===== src/verilog/aaa_pkg.sv =====
// shared constants and types for the adc accumulator and alarm block
package aaa_pkg;
  localparam int unsigned RESULT_W = 12;
  localparam int unsigned ACC_W = 20;
  localparam int unsigned COUNT_MAX = 256;
  localparam int unsigned COUNT_W = 9;
  localparam logic [ACC_W-1:0] ACC_RESET = 20'h00000;
  localparam logic [COUNT_W-1:0] COUNT_RESET = 9'h000;
  localparam logic [11:0] LOWER_RESET = 12'h000;
  localparam logic [11:0] UPPER_RESET = 12'hfff;
  // autoconversion rate field: 0 = off, 1..7 pick a divider
  localparam int unsigned AUTO_W = 3;
  localparam logic [AUTO_W-1:0] AUTO_OFF = 3'h0;
  localparam int unsigned AUTO_DIV_W = 16;
  // dither source width and lfsr seed
  localparam int unsigned DITHER_W = 2;
  localparam logic [15:0] LFSR_SEED = 16'hace1;
  // reference buffer level codes
  typedef enum logic [1:0] {
    AAA_LVL_OFF,
    AAA_LVL_1V25,
    AAA_LVL_2V048,
    AAA_LVL_2V5
  } aaa_ref_level_t;
endpackage : aaa_pkg


===== src/verilog/aaa_autoconv.sv =====
// autoconversion start generator: one-cycle start pulses at a selectable rate
module aaa_autoconv
  import aaa_pkg::*;
(
  input wire logic i_clock,
  input wire logic i_rst_n,
  input wire logic [AUTO_W-1:0] i_auto_rate,
  output logic o_start
);
  logic [AUTO_DIV_W-1:0] div_r;
  logic [AUTO_DIV_W-1:0] limit;
  logic start_r;

  // rate code n sets a period of 2^(2n) clocks; code 0 stops the generator
  always_comb begin
    limit = AUTO_DIV_W'((32'h1 << (2 * i_auto_rate)) - 32'h1);
  end

  // (RQ9) free-running start divider
  always_ff @(posedge i_clock) begin
    if (!i_rst_n || i_auto_rate == AUTO_OFF) begin
      div_r <= '0;
      start_r <= 1'b0;
    end else if (div_r >= limit) begin
      div_r <= '0;
      start_r <= 1'b1;
    end else begin
      div_r <= div_r + AUTO_DIV_W'(1);
      start_r <= 1'b0;
    end
  end

  assign o_start = start_r;

  // a_auto_off_quiet: no start while disabled  // (RQ9)
  a_auto_off_quiet: assert property (@(posedge i_clock) disable iff (!i_rst_n)
    (i_auto_rate == AUTO_OFF) |=> !o_start) else $error("start pulse while autoconversion off");
endmodule // aaa_autoconv


===== src/verilog/aaa_accum_alarms.sv =====
// adc result accumulator, dither source, threshold alarms and reference controls
// Summary of operation
// (RQ1) a 20-bit sum adds successive 12-bit results, up to 256 samples
// (RQ2) the full flag rises once the programmed sample count has been summed
// (RQ3) one completed sum is produced per n conversions
// (RQ4) an internal dither source may be added to each sample during summing
// (RQ5) host averages by shifting the sum right once per doubling of count
// (RQ6) host gets 16-bit results from 256 dithered samples, shift four, keep low 16
// (RQ7) enabled alarms compare each new result against lower and upper thresholds
// (RQ8) host reprograms thresholds when it picks another input channel
// (RQ9) autoconversion starts conversions repeatedly; a three-bit field sets the rate
// (RQ10) reference enable turns the internal 2.5V reference on or off
// (RQ11) converter and dac reference buffers each pick 1.25, 2.048 or 2.5V
// (RQ12) host disables a buffer that an external reference drives directly
// (RQ13) after a completed sum the accumulator restarts, holding the last sum
module aaa_accum_alarms
  import aaa_pkg::*;
(
  input wire logic i_clock,
  input wire logic i_rst_n,
  input wire logic i_result_valid,
  input wire logic [RESULT_W-1:0] i_result,
  input wire logic [COUNT_W-1:0] i_sample_count,
  input wire logic i_dither_enable,
  input wire logic i_accum_flag_clear,
  input wire logic i_alarm_enable,
  input wire logic [RESULT_W-1:0] i_lower_threshold,
  input wire logic [RESULT_W-1:0] i_upper_threshold,
  input wire logic i_alarm_clear,
  input wire logic [AUTO_W-1:0] i_auto_rate,
  input wire logic i_int_ref_enable,
  input wire logic [1:0] i_conv_ref_level,
  input wire logic [1:0] i_dac_ref_level,
  output logic [ACC_W-1:0] o_accum_sum,
  output logic o_accum_full_flag,
  output logic o_sum_done,
  output logic o_upper_alarm_flag,
  output logic o_lower_alarm_flag,
  output logic o_conv_start,
  output logic o_int_ref_enable,
  output logic [1:0] o_conv_ref_buffer_out,
  output logic [1:0] o_dac_ref_buffer_out
);
  logic [ACC_W-1:0] acc_r;
  logic [ACC_W-1:0] sum_r;
  logic [COUNT_W-1:0] cnt_r;
  logic full_r;
  logic done_r;
  logic upper_r;
  logic lower_r;
  logic [15:0] lfsr_r;
  logic ref_en_r;
  aaa_ref_level_t conv_lvl_r;
  aaa_ref_level_t dac_lvl_r;
  logic [COUNT_W-1:0] target;
  logic [ACC_W-1:0] sample;
  logic [ACC_W-1:0] acc_nxt;
  logic last;

  // clamp a programmed count into 1..256
  function automatic logic [COUNT_W-1:0] clamp_count(input logic [COUNT_W-1:0] n);
    if (n == COUNT_RESET) begin
      return COUNT_W'(1);
    end else if (n > COUNT_W'(COUNT_MAX)) begin
      return COUNT_W'(COUNT_MAX);
    end else begin
      return n;
    end
  endfunction

  // (RQ4) dither adds small pseudo-random lsbs
  always_comb begin
    target = clamp_count(i_sample_count);
    sample = ACC_W'(i_result);
    if (i_dither_enable) begin
      sample = ACC_W'(i_result) + ACC_W'(lfsr_r[DITHER_W-1:0]);
    end
    last = (cnt_r + COUNT_W'(1)) >= target;
    acc_nxt = acc_r + sample;
  end

  // dither lfsr, steps on every accepted result so sums stay repeatable
  always_ff @(posedge i_clock) begin
    if (!i_rst_n) begin
      lfsr_r <= LFSR_SEED;
    end else if (i_result_valid) begin
      lfsr_r <= {lfsr_r[14:0], lfsr_r[15] ^ lfsr_r[13] ^ lfsr_r[12] ^ lfsr_r[10]};
    end
  end

  // (RQ1) accumulate and count samples; (RQ13) restart after each sum
  always_ff @(posedge i_clock) begin
    if (!i_rst_n) begin
      acc_r <= ACC_RESET;
      cnt_r <= COUNT_RESET;
    end else if (i_result_valid) begin
      if (last) begin
        acc_r <= ACC_RESET;
        cnt_r <= COUNT_RESET;
      end else begin
        acc_r <= acc_nxt;
        cnt_r <= cnt_r + COUNT_W'(1);
      end
    end
  end

  // (RQ3) completed sum held until replaced, one done pulse per n results
  always_ff @(posedge i_clock) begin
    if (!i_rst_n) begin
      sum_r <= ACC_RESET;
      done_r <= 1'b0;
    end else begin
      done_r <= i_result_valid && last;
      if (i_result_valid && last) begin
        sum_r <= acc_nxt;
      end
    end
  end

  // (RQ2) sticky full flag; a completion in the clear cycle wins
  always_ff @(posedge i_clock) begin
    if (!i_rst_n) begin
      full_r <= 1'b0;
    end else if (i_result_valid && last) begin
      full_r <= 1'b1;
    end else if (i_accum_flag_clear) begin
      full_r <= 1'b0;
    end
  end

  // (RQ7) threshold alarms on each new result, set beats clear
  always_ff @(posedge i_clock) begin
    if (!i_rst_n) begin
      upper_r <= 1'b0;
      lower_r <= 1'b0;
    end else begin
      if (i_alarm_enable && i_result_valid && i_result > i_upper_threshold) begin
        upper_r <= 1'b1;
      end else if (i_alarm_clear) begin
        upper_r <= 1'b0;
      end
      if (i_alarm_enable && i_result_valid && i_result < i_lower_threshold) begin
        lower_r <= 1'b1;
      end else if (i_alarm_clear) begin
        lower_r <= 1'b0;
      end
    end
  end

  // (RQ10) (RQ11) registered reference controls; off code lets an external source drive the pin
  always_ff @(posedge i_clock) begin
    if (!i_rst_n) begin
      ref_en_r <= 1'b0;
      conv_lvl_r <= AAA_LVL_OFF;
      dac_lvl_r <= AAA_LVL_OFF;
    end else begin
      ref_en_r <= i_int_ref_enable;
      conv_lvl_r <= aaa_ref_level_t'(i_conv_ref_level);
      dac_lvl_r <= aaa_ref_level_t'(i_dac_ref_level);
    end
  end

  // (RQ9) autoconversion start pulses
  aaa_autoconv u_auto (
    .i_clock(i_clock),
    .i_rst_n(i_rst_n),
    .i_auto_rate(i_auto_rate),
    .o_start(o_conv_start)
  );

  assign o_accum_sum = sum_r;
  assign o_accum_full_flag = full_r;
  assign o_sum_done = done_r;
  assign o_upper_alarm_flag = upper_r;
  assign o_lower_alarm_flag = lower_r;
  assign o_int_ref_enable = ref_en_r;
  assign o_conv_ref_buffer_out = conv_lvl_r;
  assign o_dac_ref_buffer_out = dac_lvl_r;

  // a_full_on_done: flag follows every completion  // (RQ2)
  a_full_on_done: assert property (@(posedge i_clock) disable iff (!i_rst_n)
    o_sum_done |-> o_accum_full_flag) else $error("full flag missing after completed sum");

  // a_sum_done_value: sum is previous acc plus sample  // (RQ1)
  a_sum_done_value: assert property (@(posedge i_clock) disable iff (!i_rst_n)
    (i_result_valid && last) |=> (o_accum_sum == $past(acc_nxt))) else $error("completed sum wrong");

  // a_count_bound: counter stays below 256  // (RQ3)
  a_count_bound: assert property (@(posedge i_clock) disable iff (!i_rst_n)
    cnt_r < COUNT_W'(COUNT_MAX)) else $error("sample counter overran");

  // a_restart_clear: accumulation restarts at zero  // (RQ13)
  a_restart_clear: assert property (@(posedge i_clock) disable iff (!i_rst_n)
    o_sum_done |-> (acc_r == ACC_RESET && cnt_r == COUNT_RESET)) else $error("accumulator not restarted");

  // a_sum_holds: held sum changes only on completion  // (RQ13)
  a_sum_holds: assert property (@(posedge i_clock) disable iff (!i_rst_n)
    !o_sum_done |-> $stable(o_accum_sum)) else $error("held sum changed without completion");

  // a_upper_alarm_set: crossing raises upper flag  // (RQ7)
  a_upper_alarm_set: assert property (@(posedge i_clock) disable iff (!i_rst_n)
    (i_alarm_enable && i_result_valid && i_result > i_upper_threshold) |=> o_upper_alarm_flag)
    else $error("upper alarm not raised");

  // a_lower_alarm_set: crossing raises lower flag  // (RQ7)
  a_lower_alarm_set: assert property (@(posedge i_clock) disable iff (!i_rst_n)
    (i_alarm_enable && i_result_valid && i_result < i_lower_threshold) |=> o_lower_alarm_flag)
    else $error("lower alarm not raised");

  // a_ref_follows_enable: reference output is on the cycle after its enable is set  // (RQ10)
  a_ref_follows_enable: assert property (@(posedge i_clock) disable iff (!i_rst_n)
    i_int_ref_enable |=> o_int_ref_enable) else $error("internal reference not enabled");
endmodule // aaa_accum_alarms


===== config.mk =====
export PLATFORM = sky130hd
export DESIGN_NAME = aaa_accum_alarms
export DESIGN_NICKNAME = d
export VERILOG_FILES = /design/src/verilog/aaa_pkg.sv /design/src/verilog/aaa_autoconv.sv /design/src/verilog/aaa_accum_alarms.sv
export SDC_FILE = /design/constraint.sdc
export NUM_CORES = 1
export LEC_CHECK = 0
export ABC_CLOCK_PERIOD_IN_PS = 4040
export BUFFER_PORTS_ARGS = -buffer_cell sky130_fd_sc_hd__buf_2
export CAP_MARGIN = 5
export CORE_ASPECT_RATIO = 2
export CORE_MARGIN = 5
export CORE_UTILIZATION = 40
export CTS_BUF_LIST = sky130_fd_sc_hd__clkbuf_4 sky130_fd_sc_hd__clkbuf_8 sky130_fd_sc_hd__clkbuf_16
export CTS_CLUSTER_SIZE = 25
export DETAILED_ROUTE_END_ITERATION = 10
export RECOVER_POWER = 25
export REMOVE_ABC_BUFFERS = 1
export SLEW_MARGIN = 10
export SYNTH_ARGS = -nofsm -noshare
export SYNTH_HDL_FRONTEND = slang
export SYNTH_HIERARCHICAL = 1
export SYNTH_SLANG_ARGS = --single-unit

===== constraint.sdc =====
create_clock -name i_clock -period 4.04 [get_ports i_clock]
set_input_delay 0.606 -clock i_clock [delete_from_list [all_inputs] [get_ports i_clock]]
set_output_delay 0.606 -clock i_clock [all_outputs]
set_load 0.01 [all_outputs]

# --- Yosys cells after proc, flatten, opt, wreduce, memory -nomap -nowiden ---
# Cells that the tools add are included.
totals:
  memories: 0
  wordCells: 50
  rom_bits: 0
  in_bits: 60
  ramBits: 0
  output_inout_bits: 30
  latchBits: 0
  regBits: 91
op_classes:
  n_addsub: 5
  bitwise: 3
  order_cmp: 5
  reduce_logical: 12
  n_mux: 11
  div_mod_pow: 0
  n_shift: 1
  multipliers: 0
  n_eq_ne: 0
ops:
  columns: ["op", "count"]
  rows:
  - ["$mux 9", 3]
  - ["$add 20x20->20", 1]
  - ["$mux 20", 1]
  - ["$add 16x1->16 const B", 1]
  - ["$ge 16x16->1", 1]
  - ["$shl 1x4->16 const A", 1]
  - ["$sub 16x1->16 const B", 1]
  - ["$add 12x2->13", 1]
  - ["$mux 13", 1]
  - ["$gt 12x12->1", 1]
  - ["$lt 12x12->1", 1]
  - ["$add 9x1->9 const B", 1]
  - ["$ge 9x9->1", 1]
  - ["$gt 9x9->1 const B", 1]
  - ["$logic_not 9->1", 1]
  - ["$mux 1", 6]
  - ["$reduce_bool 2->1", 3]
  - ["$logic_and 1x1->1", 4]
  - ["$logic_not 3->1", 1]
  - ["$xor 1x1->1", 3]
  - ["$reduce_or 2->1", 1]
  - ["$logic_not 1->1", 1]
  - ["$logic_or 1x1->1", 1]

# --- Depth between registers and ports, before layout ---
logic_depth:
  ltp_word: 6
  depth_mapped: 15
  ltp_nobuf: 13

# --- Modules after synthesis ---
# The synthesis kept the hierarchy.
modules_own_cells:
  columns: ["mod", "instances", "seq_area_each_um2", "area_each_um2", "cells_each"]
  rows:
  - ["aaa_accum_alarms", 1, 1481.4, 4824.6, 580]
  - ["aaa_autoconv", 1, 340.3, 1201.2, 140]

# --- Worst setup path after synthesis ---
# OpenSTA, ideal clock, no wires.
synth_timing:
  kind: "input to register"
  from: "in i_auto_rate[0]"
  to: "reg u_auto.div_r[10]"
  slack_ns: 0.490
  t_required_ns: 3.923
  path_buffers: 3
  path_stages: 13
  arrival_time_ns: 3.434
  setup_time_ns: 0.117
  path_cell_list: "clkbuf_1 -> or3_1 -> ha_1 -> clkbuf_1 -> nor3_1 -> a21oi_1 -> o32a_1 -> ha_1 -> nand4_1 -> or4_4 -> o41ai_4 -> buf_6 -> nor3_1"
synth_via:
  elab_chain_cells: 4
  word_cells_on_any_way: 6
  classes_between: "add/sub: 1; order compare: 1; shift: 1; reduce/logical: 3"
synth_lines:
  columns: ["element", "line", "source"]
  rows:
  - ["start: declaration", "aaa_accum_alarms.sv:30", "input wire logic [AUTO_W-1:0] i_auto_rate,"]
  - ["$shl 1x4->16", "aaa_autoconv.sv:16", "limit = AUTO_DIV_W'((32'h1 << (2 * i_auto_rate)) - 32'h1);"]
  - ["$sub 16x1->16", "aaa_autoconv.sv:16", null]
  - ["$ge 16x16->1", "aaa_autoconv.sv:24", "end else if (div_r >= limit) begin"]
  - ["$reduce_or 2->1 (no line) (*)", null, null]
  - ["end signal: assignment", "aaa_autoconv.sv:28", "div_r <= div_r + AUTO_DIV_W'(1);"]
  - ["end: declaration", "aaa_autoconv.sv:10", "logic [AUTO_DIV_W-1:0] div_r;"]
# Every way passes the cells marked *; elsewhere a longest branch is shown, timed or not.
# A chain may end at the register's enable or synchronous reset.

# --- Worst setup path in the final report ---
layout_timing:
  from: "reg cnt_r[0]"
  to: "reg sum_r[16] (netlist: o_accum_sum[16])"
layout_via:
  elab_chain_cells: 3
layout_lines:
  columns: ["element", "line", "source"]
  rows:
  - ["start: declaration", "aaa_accum_alarms.sv:46", "logic [COUNT_W-1:0] cnt_r;"]
  - ["start signal: assignment", "aaa_accum_alarms.sv:102", "cnt_r <= cnt_r + COUNT_W'(1);"]
  - ["$add 9x1->9", "aaa_accum_alarms.sv:78", "last = (cnt_r + COUNT_W'(1)) >= target;"]
  - ["$ge 9x9->1", "aaa_accum_alarms.sv:78", null]
  - ["$logic_and 1x1->1", "aaa_accum_alarms.sv:114", "if (i_result_valid && last) begin"]
  - ["end signal: assignment", "aaa_accum_alarms.sv:115", "sum_r <= acc_nxt;"]
  - ["end: declaration", "aaa_accum_alarms.sv:45", "logic [ACC_W-1:0] sum_r;"]
# No other way between the ends.

==> results.sh <==
export IMPL_first_global_vias=5722
export IMPL_globalplace_congestion=0.848
export IMPL_start_kind="flop"
export IMPL_seq_power_share_pct=41.5
export IMPL_status="complete, but fails checks"
export IMPL_ctsResizeCount=0
export IMPL_fin_hold_ws_ns=0.460
export IMPL_row_count=63
export IMPL_synth_compound_area_share_pct=19.9
export IMPL_ant_nets=0
export IMPL_cts_hold_buf=0
export IMPL_syn_area_per_cell_um2=8.37
export IMPL_synthSimpleGateAreaFrac_pct=21.6
export IMPL_synth_top_family_by_area="simple AND/OR/NAND/NOR gates"
export IMPL_yosysMostFrequentCell="dfxtp_1"
export IMPL_clk_pin_slew_ns=0.07
export IMPL_dominantRegCellSynth="dfxtp_1"
export IMPL_synth_top_cells_by_count="dfxtp_1 (91), nand2_1 (71), ha_1 (65), a21oi_1 (49), nand3_1 (49)"
export IMPL_hold_end="o_upper_alarm_flag"
export IMPL_cts_buffers=9
export IMPL_hold_start="o_upper_alarm_flag"
export IMPL_yosys_area_share_adder_pct=14.2
export IMPL_use_met1_pct=18.0
export IMPL_yosysSeqAreaShare_pct=30.2
export IMPL_slew_violations=78
export IMPL_violations="capacitance limit, slew limit"
export IMPL_viasPerCell=5.54
export IMPL_top_usage_layer="met2"
export IMPL_max_stage_delay_ns=0.54
export IMPL_rr_startpoint="cnt_r[0]"
export IMPL_final_setup_viol_count=0
export IMPL_syn_area_um2=6030
export IMPL_synth_warnings=6
export IMPL_sw_frac_of_total_pct=30.1
export IMPL_rrSetupSlack_ns=0.42
export IMPL_clk_latency_ns=0.34
export IMPL_cts_tree="done"
export IMPL_p_sw_uw=704
export IMPL_core_um2=14800
export IMPL_synth_largest_area_cell="dfxtp_1"
export IMPL_worstMarginPinSlew_ns=2.21
export IMPL_yosys_top_cells_area="dfxtp_1 (30%), ha_1 (13%), nand2_1 (4.4%)"
export IMPL_drt_first_pass_iters=4
export IMPL_synth_edff_count=0
export IMPL_synthXorXnorAreaFrac_pct=5.96
export IMPL_grt_use_met3_pct=2.54
export IMPL_routed_wl_mm=15.7
export IMPL_tns_ns=0
export IMPL_grt_pass1_wl_mm=26.4
export IMPL_overflow=0
export IMPL_die_x_um=96.8
export IMPL_cp_required_ns=4.26
export IMPL_drt_iter0_markers=234
export IMPL_internal_power_mw=1.64
export IMPL_met2_usage_pct=35.0
export IMPL_netlist_instances=720
export IMPL_arrival_ns=3.84
export IMPL_drc=0
export IMPL_finalHoldViolCount=0
export IMPL_die_h_um=184
export IMPL_pin_count=90
export IMPL_ys_seq_elements=91
export IMPL_start_util_pct=40.7
export IMPL_path_class="reg2reg"
export IMPL_synthMuxAreaShare_pct=2.84
export IMPL_root_buffer="clkbuf_16"
export IMPL_power_frac_comb_pct=22.3
export IMPL_area_delta_synth_final_pct=14.5
export IMPL_cp_max_fo=19
export IMPL_avgRoutedWirePerCell_um=15.8
export IMPL_via_count=5507
export IMPL_ir_worst_vdd_mv=0.211
export IMPL_reg2reg_to="o_accum_sum[16]"
export IMPL_synthArstFlopShare_pct=0
export IMPL_die_area_um2=17800
export IMPL_pwr_share_clk_pct=36.2
export IMPL_hpwl_mm=12.4
export IMPL_final_util_pct=46.6
export IMPL_max_slew_margin_rel_pct=-47.4
export IMPL_diodes=0
export IMPL_numClockSinks=91
export IMPL_synth_top_area_share_pct=30.2
export IMPL_grt_util_all_layers_pct=17.8
export IMPL_fin_nets=922
export IMPL_fin_crit_ns=3.62
export IMPL_maxCapViolCount=2
export IMPL_finalCritPeriodShare_pct=89.7
export IMPL_ys_types=67
export IMPL_fin_worst_skew_ns=0.00680
export IMPL_numPortBuffers=89
export IMPL_postCtsSetupBuffers=0
export IMPL_hold_path_class="reg2reg"
export IMPL_clk_path_buf_depth=2
export IMPL_p_per_area_nw_per_um2=340
export IMPL_antenna_found_initial=0
export IMPL_leakage_nw=3.09
export IMPL_critical_path_slowest_cell="and4b_1"
export IMPL_rr_worst_depth=12
export IMPL_grt_max_degree=52
export IMPL_drive_above_1_share_pct=14.9
export IMPL_cp_end_kind="flop"
export IMPL_rsz0062_at_grt="false"
export IMPL_fmax_ghz=0.276
export IMPL_path_cells="ha_1, and3_1, and3_1, nand3_1, xnor2_1, ha_1, nand2_1, nor2_1, and4b_1, o21ai_4, a2111oi_0, a211oi_1"
export IMPL_whs_path_depth=2
export IMPL_cts_htree_levels=3
[logic make-up after synthesis]
group,after synthesis
other cells,1
simple gates,257
fa+ha+maj,67
buf+inv,75
compound gates,171
flops,91
xor+xnor,41
mux,17
[stage by stage]
| stage | setup WS (ns) | cells | total power, mW | cell area [um^2] |
|---|---|---|---|---|
| floorplan | 0.572 | 686 | 1.34 | 5870 |
| global placement | 0.350 | 979 | 1.50 | 6630 |
| detailed placement | 0.220 | 979 | 1.52 | 6630 |
| CTS | 0.488 | 994 | 2.38 | 6920 |
| global route | 0.0813 | 994 | 2.48 | 6900 |
| finish | 0.418 | 994 | 2.34 | 6900 |
[per-layer routing]
layer / up-vias / part of all wire (%)
li1: 2759 / -
met1: 2574 / 37
met2: 135 / 56
met3: 39 / 3.5
met4: 0 / 3.5
met5: - / 0
[flip-flops by register name, indices dropped and copies added (netlist names)]
register               count
o_accum_full_flag          1
cnt_r                      9
acc_r                     20
o_conv_ref_buffer_out      2
o_dac_ref_buffer_out       2
o_int_ref_enable           1
o_lower_alarm_flag         1
o_accum_sum               20
u_auto/div_r              16
lfsr_r                    16
o_upper_alarm_flag         1
o_sum_done                 1
u_auto/o_start             1
[worst max-delay path: cells and delay by family (launching register included)]
| family | cells | cell delay [ns] |
|---|---|---|
| xor+xnor | 1 | 0.17 |
| fa+ha+maj | 2 | 0.56 |
| compound gates | 3 | 0.87 |
| flops | 1 | 0.41 |
| simple gates | 6 | 1.47 |
[area by class of cell]
class                   count  area [um^2]
clock buffers               9          225
clock inverters             6         71.3
fillers                  1508         7920
flip-flops and latches     91         1820
well taps                 195          244
repair buffers             98          490
inverters                  41          154
multi-input cells         554         3890
[worst max path at each step]
stage,startpoint,end,slack (ns),cells after the start
2_1_floorplan,i_auto_rate[0],u_auto/div_r[10],0.57,10
5_1_grt,cnt_r[0],o_accum_sum[16],0.08,12
3_5_place_dp,i_result[1],acc_r[18],0.22,13
3_3_place_gp,i_result[1],acc_r[18],0.35,13
4_1_cts,cnt_r[0],o_accum_sum[18],0.49,12
6_report,cnt_r[0],o_accum_sum[16],0.42,12
[cell usage in the layout, fill, tap and decap left out, types with 6 or more instances in the layout]
cell type / count
nand2b_1: 6
and3_1: 8
xnor2_1: 24
buf_2: 74
ha_1: 65
nor2_1: 41
nor3_1: 18
clkbuf_1: 16
xor2_1: 17
nand4_1: 18
o31ai_1: 6
a211oi_1: 10
nand2_2: 6
o21ai_0: 27
a2111oi_0: 7
mux2i_1: 16
clkbuf_16: 9
nand2_1: 71
o21a_1: 8
inv_1: 38
a21oi_1: 48
buf_4: 8
dfxtp_1: 91
nand3_1: 49
a21o_1: 15
and2_1: 8
a21oi_2: 7
[power groups by stage]
stage	Sequential [mW]	Combinational, mW	Clock, mW
floorplan	0.990	0.347	0
global placement	0.991	0.510	0
detailed placement	0.993	0.524	0
CTS	0.972	0.527	0.880
global route	0.977	0.588	0.914
finish	0.972	0.522	0.849
No activity file was read; power rests on OpenSTA's default activity.
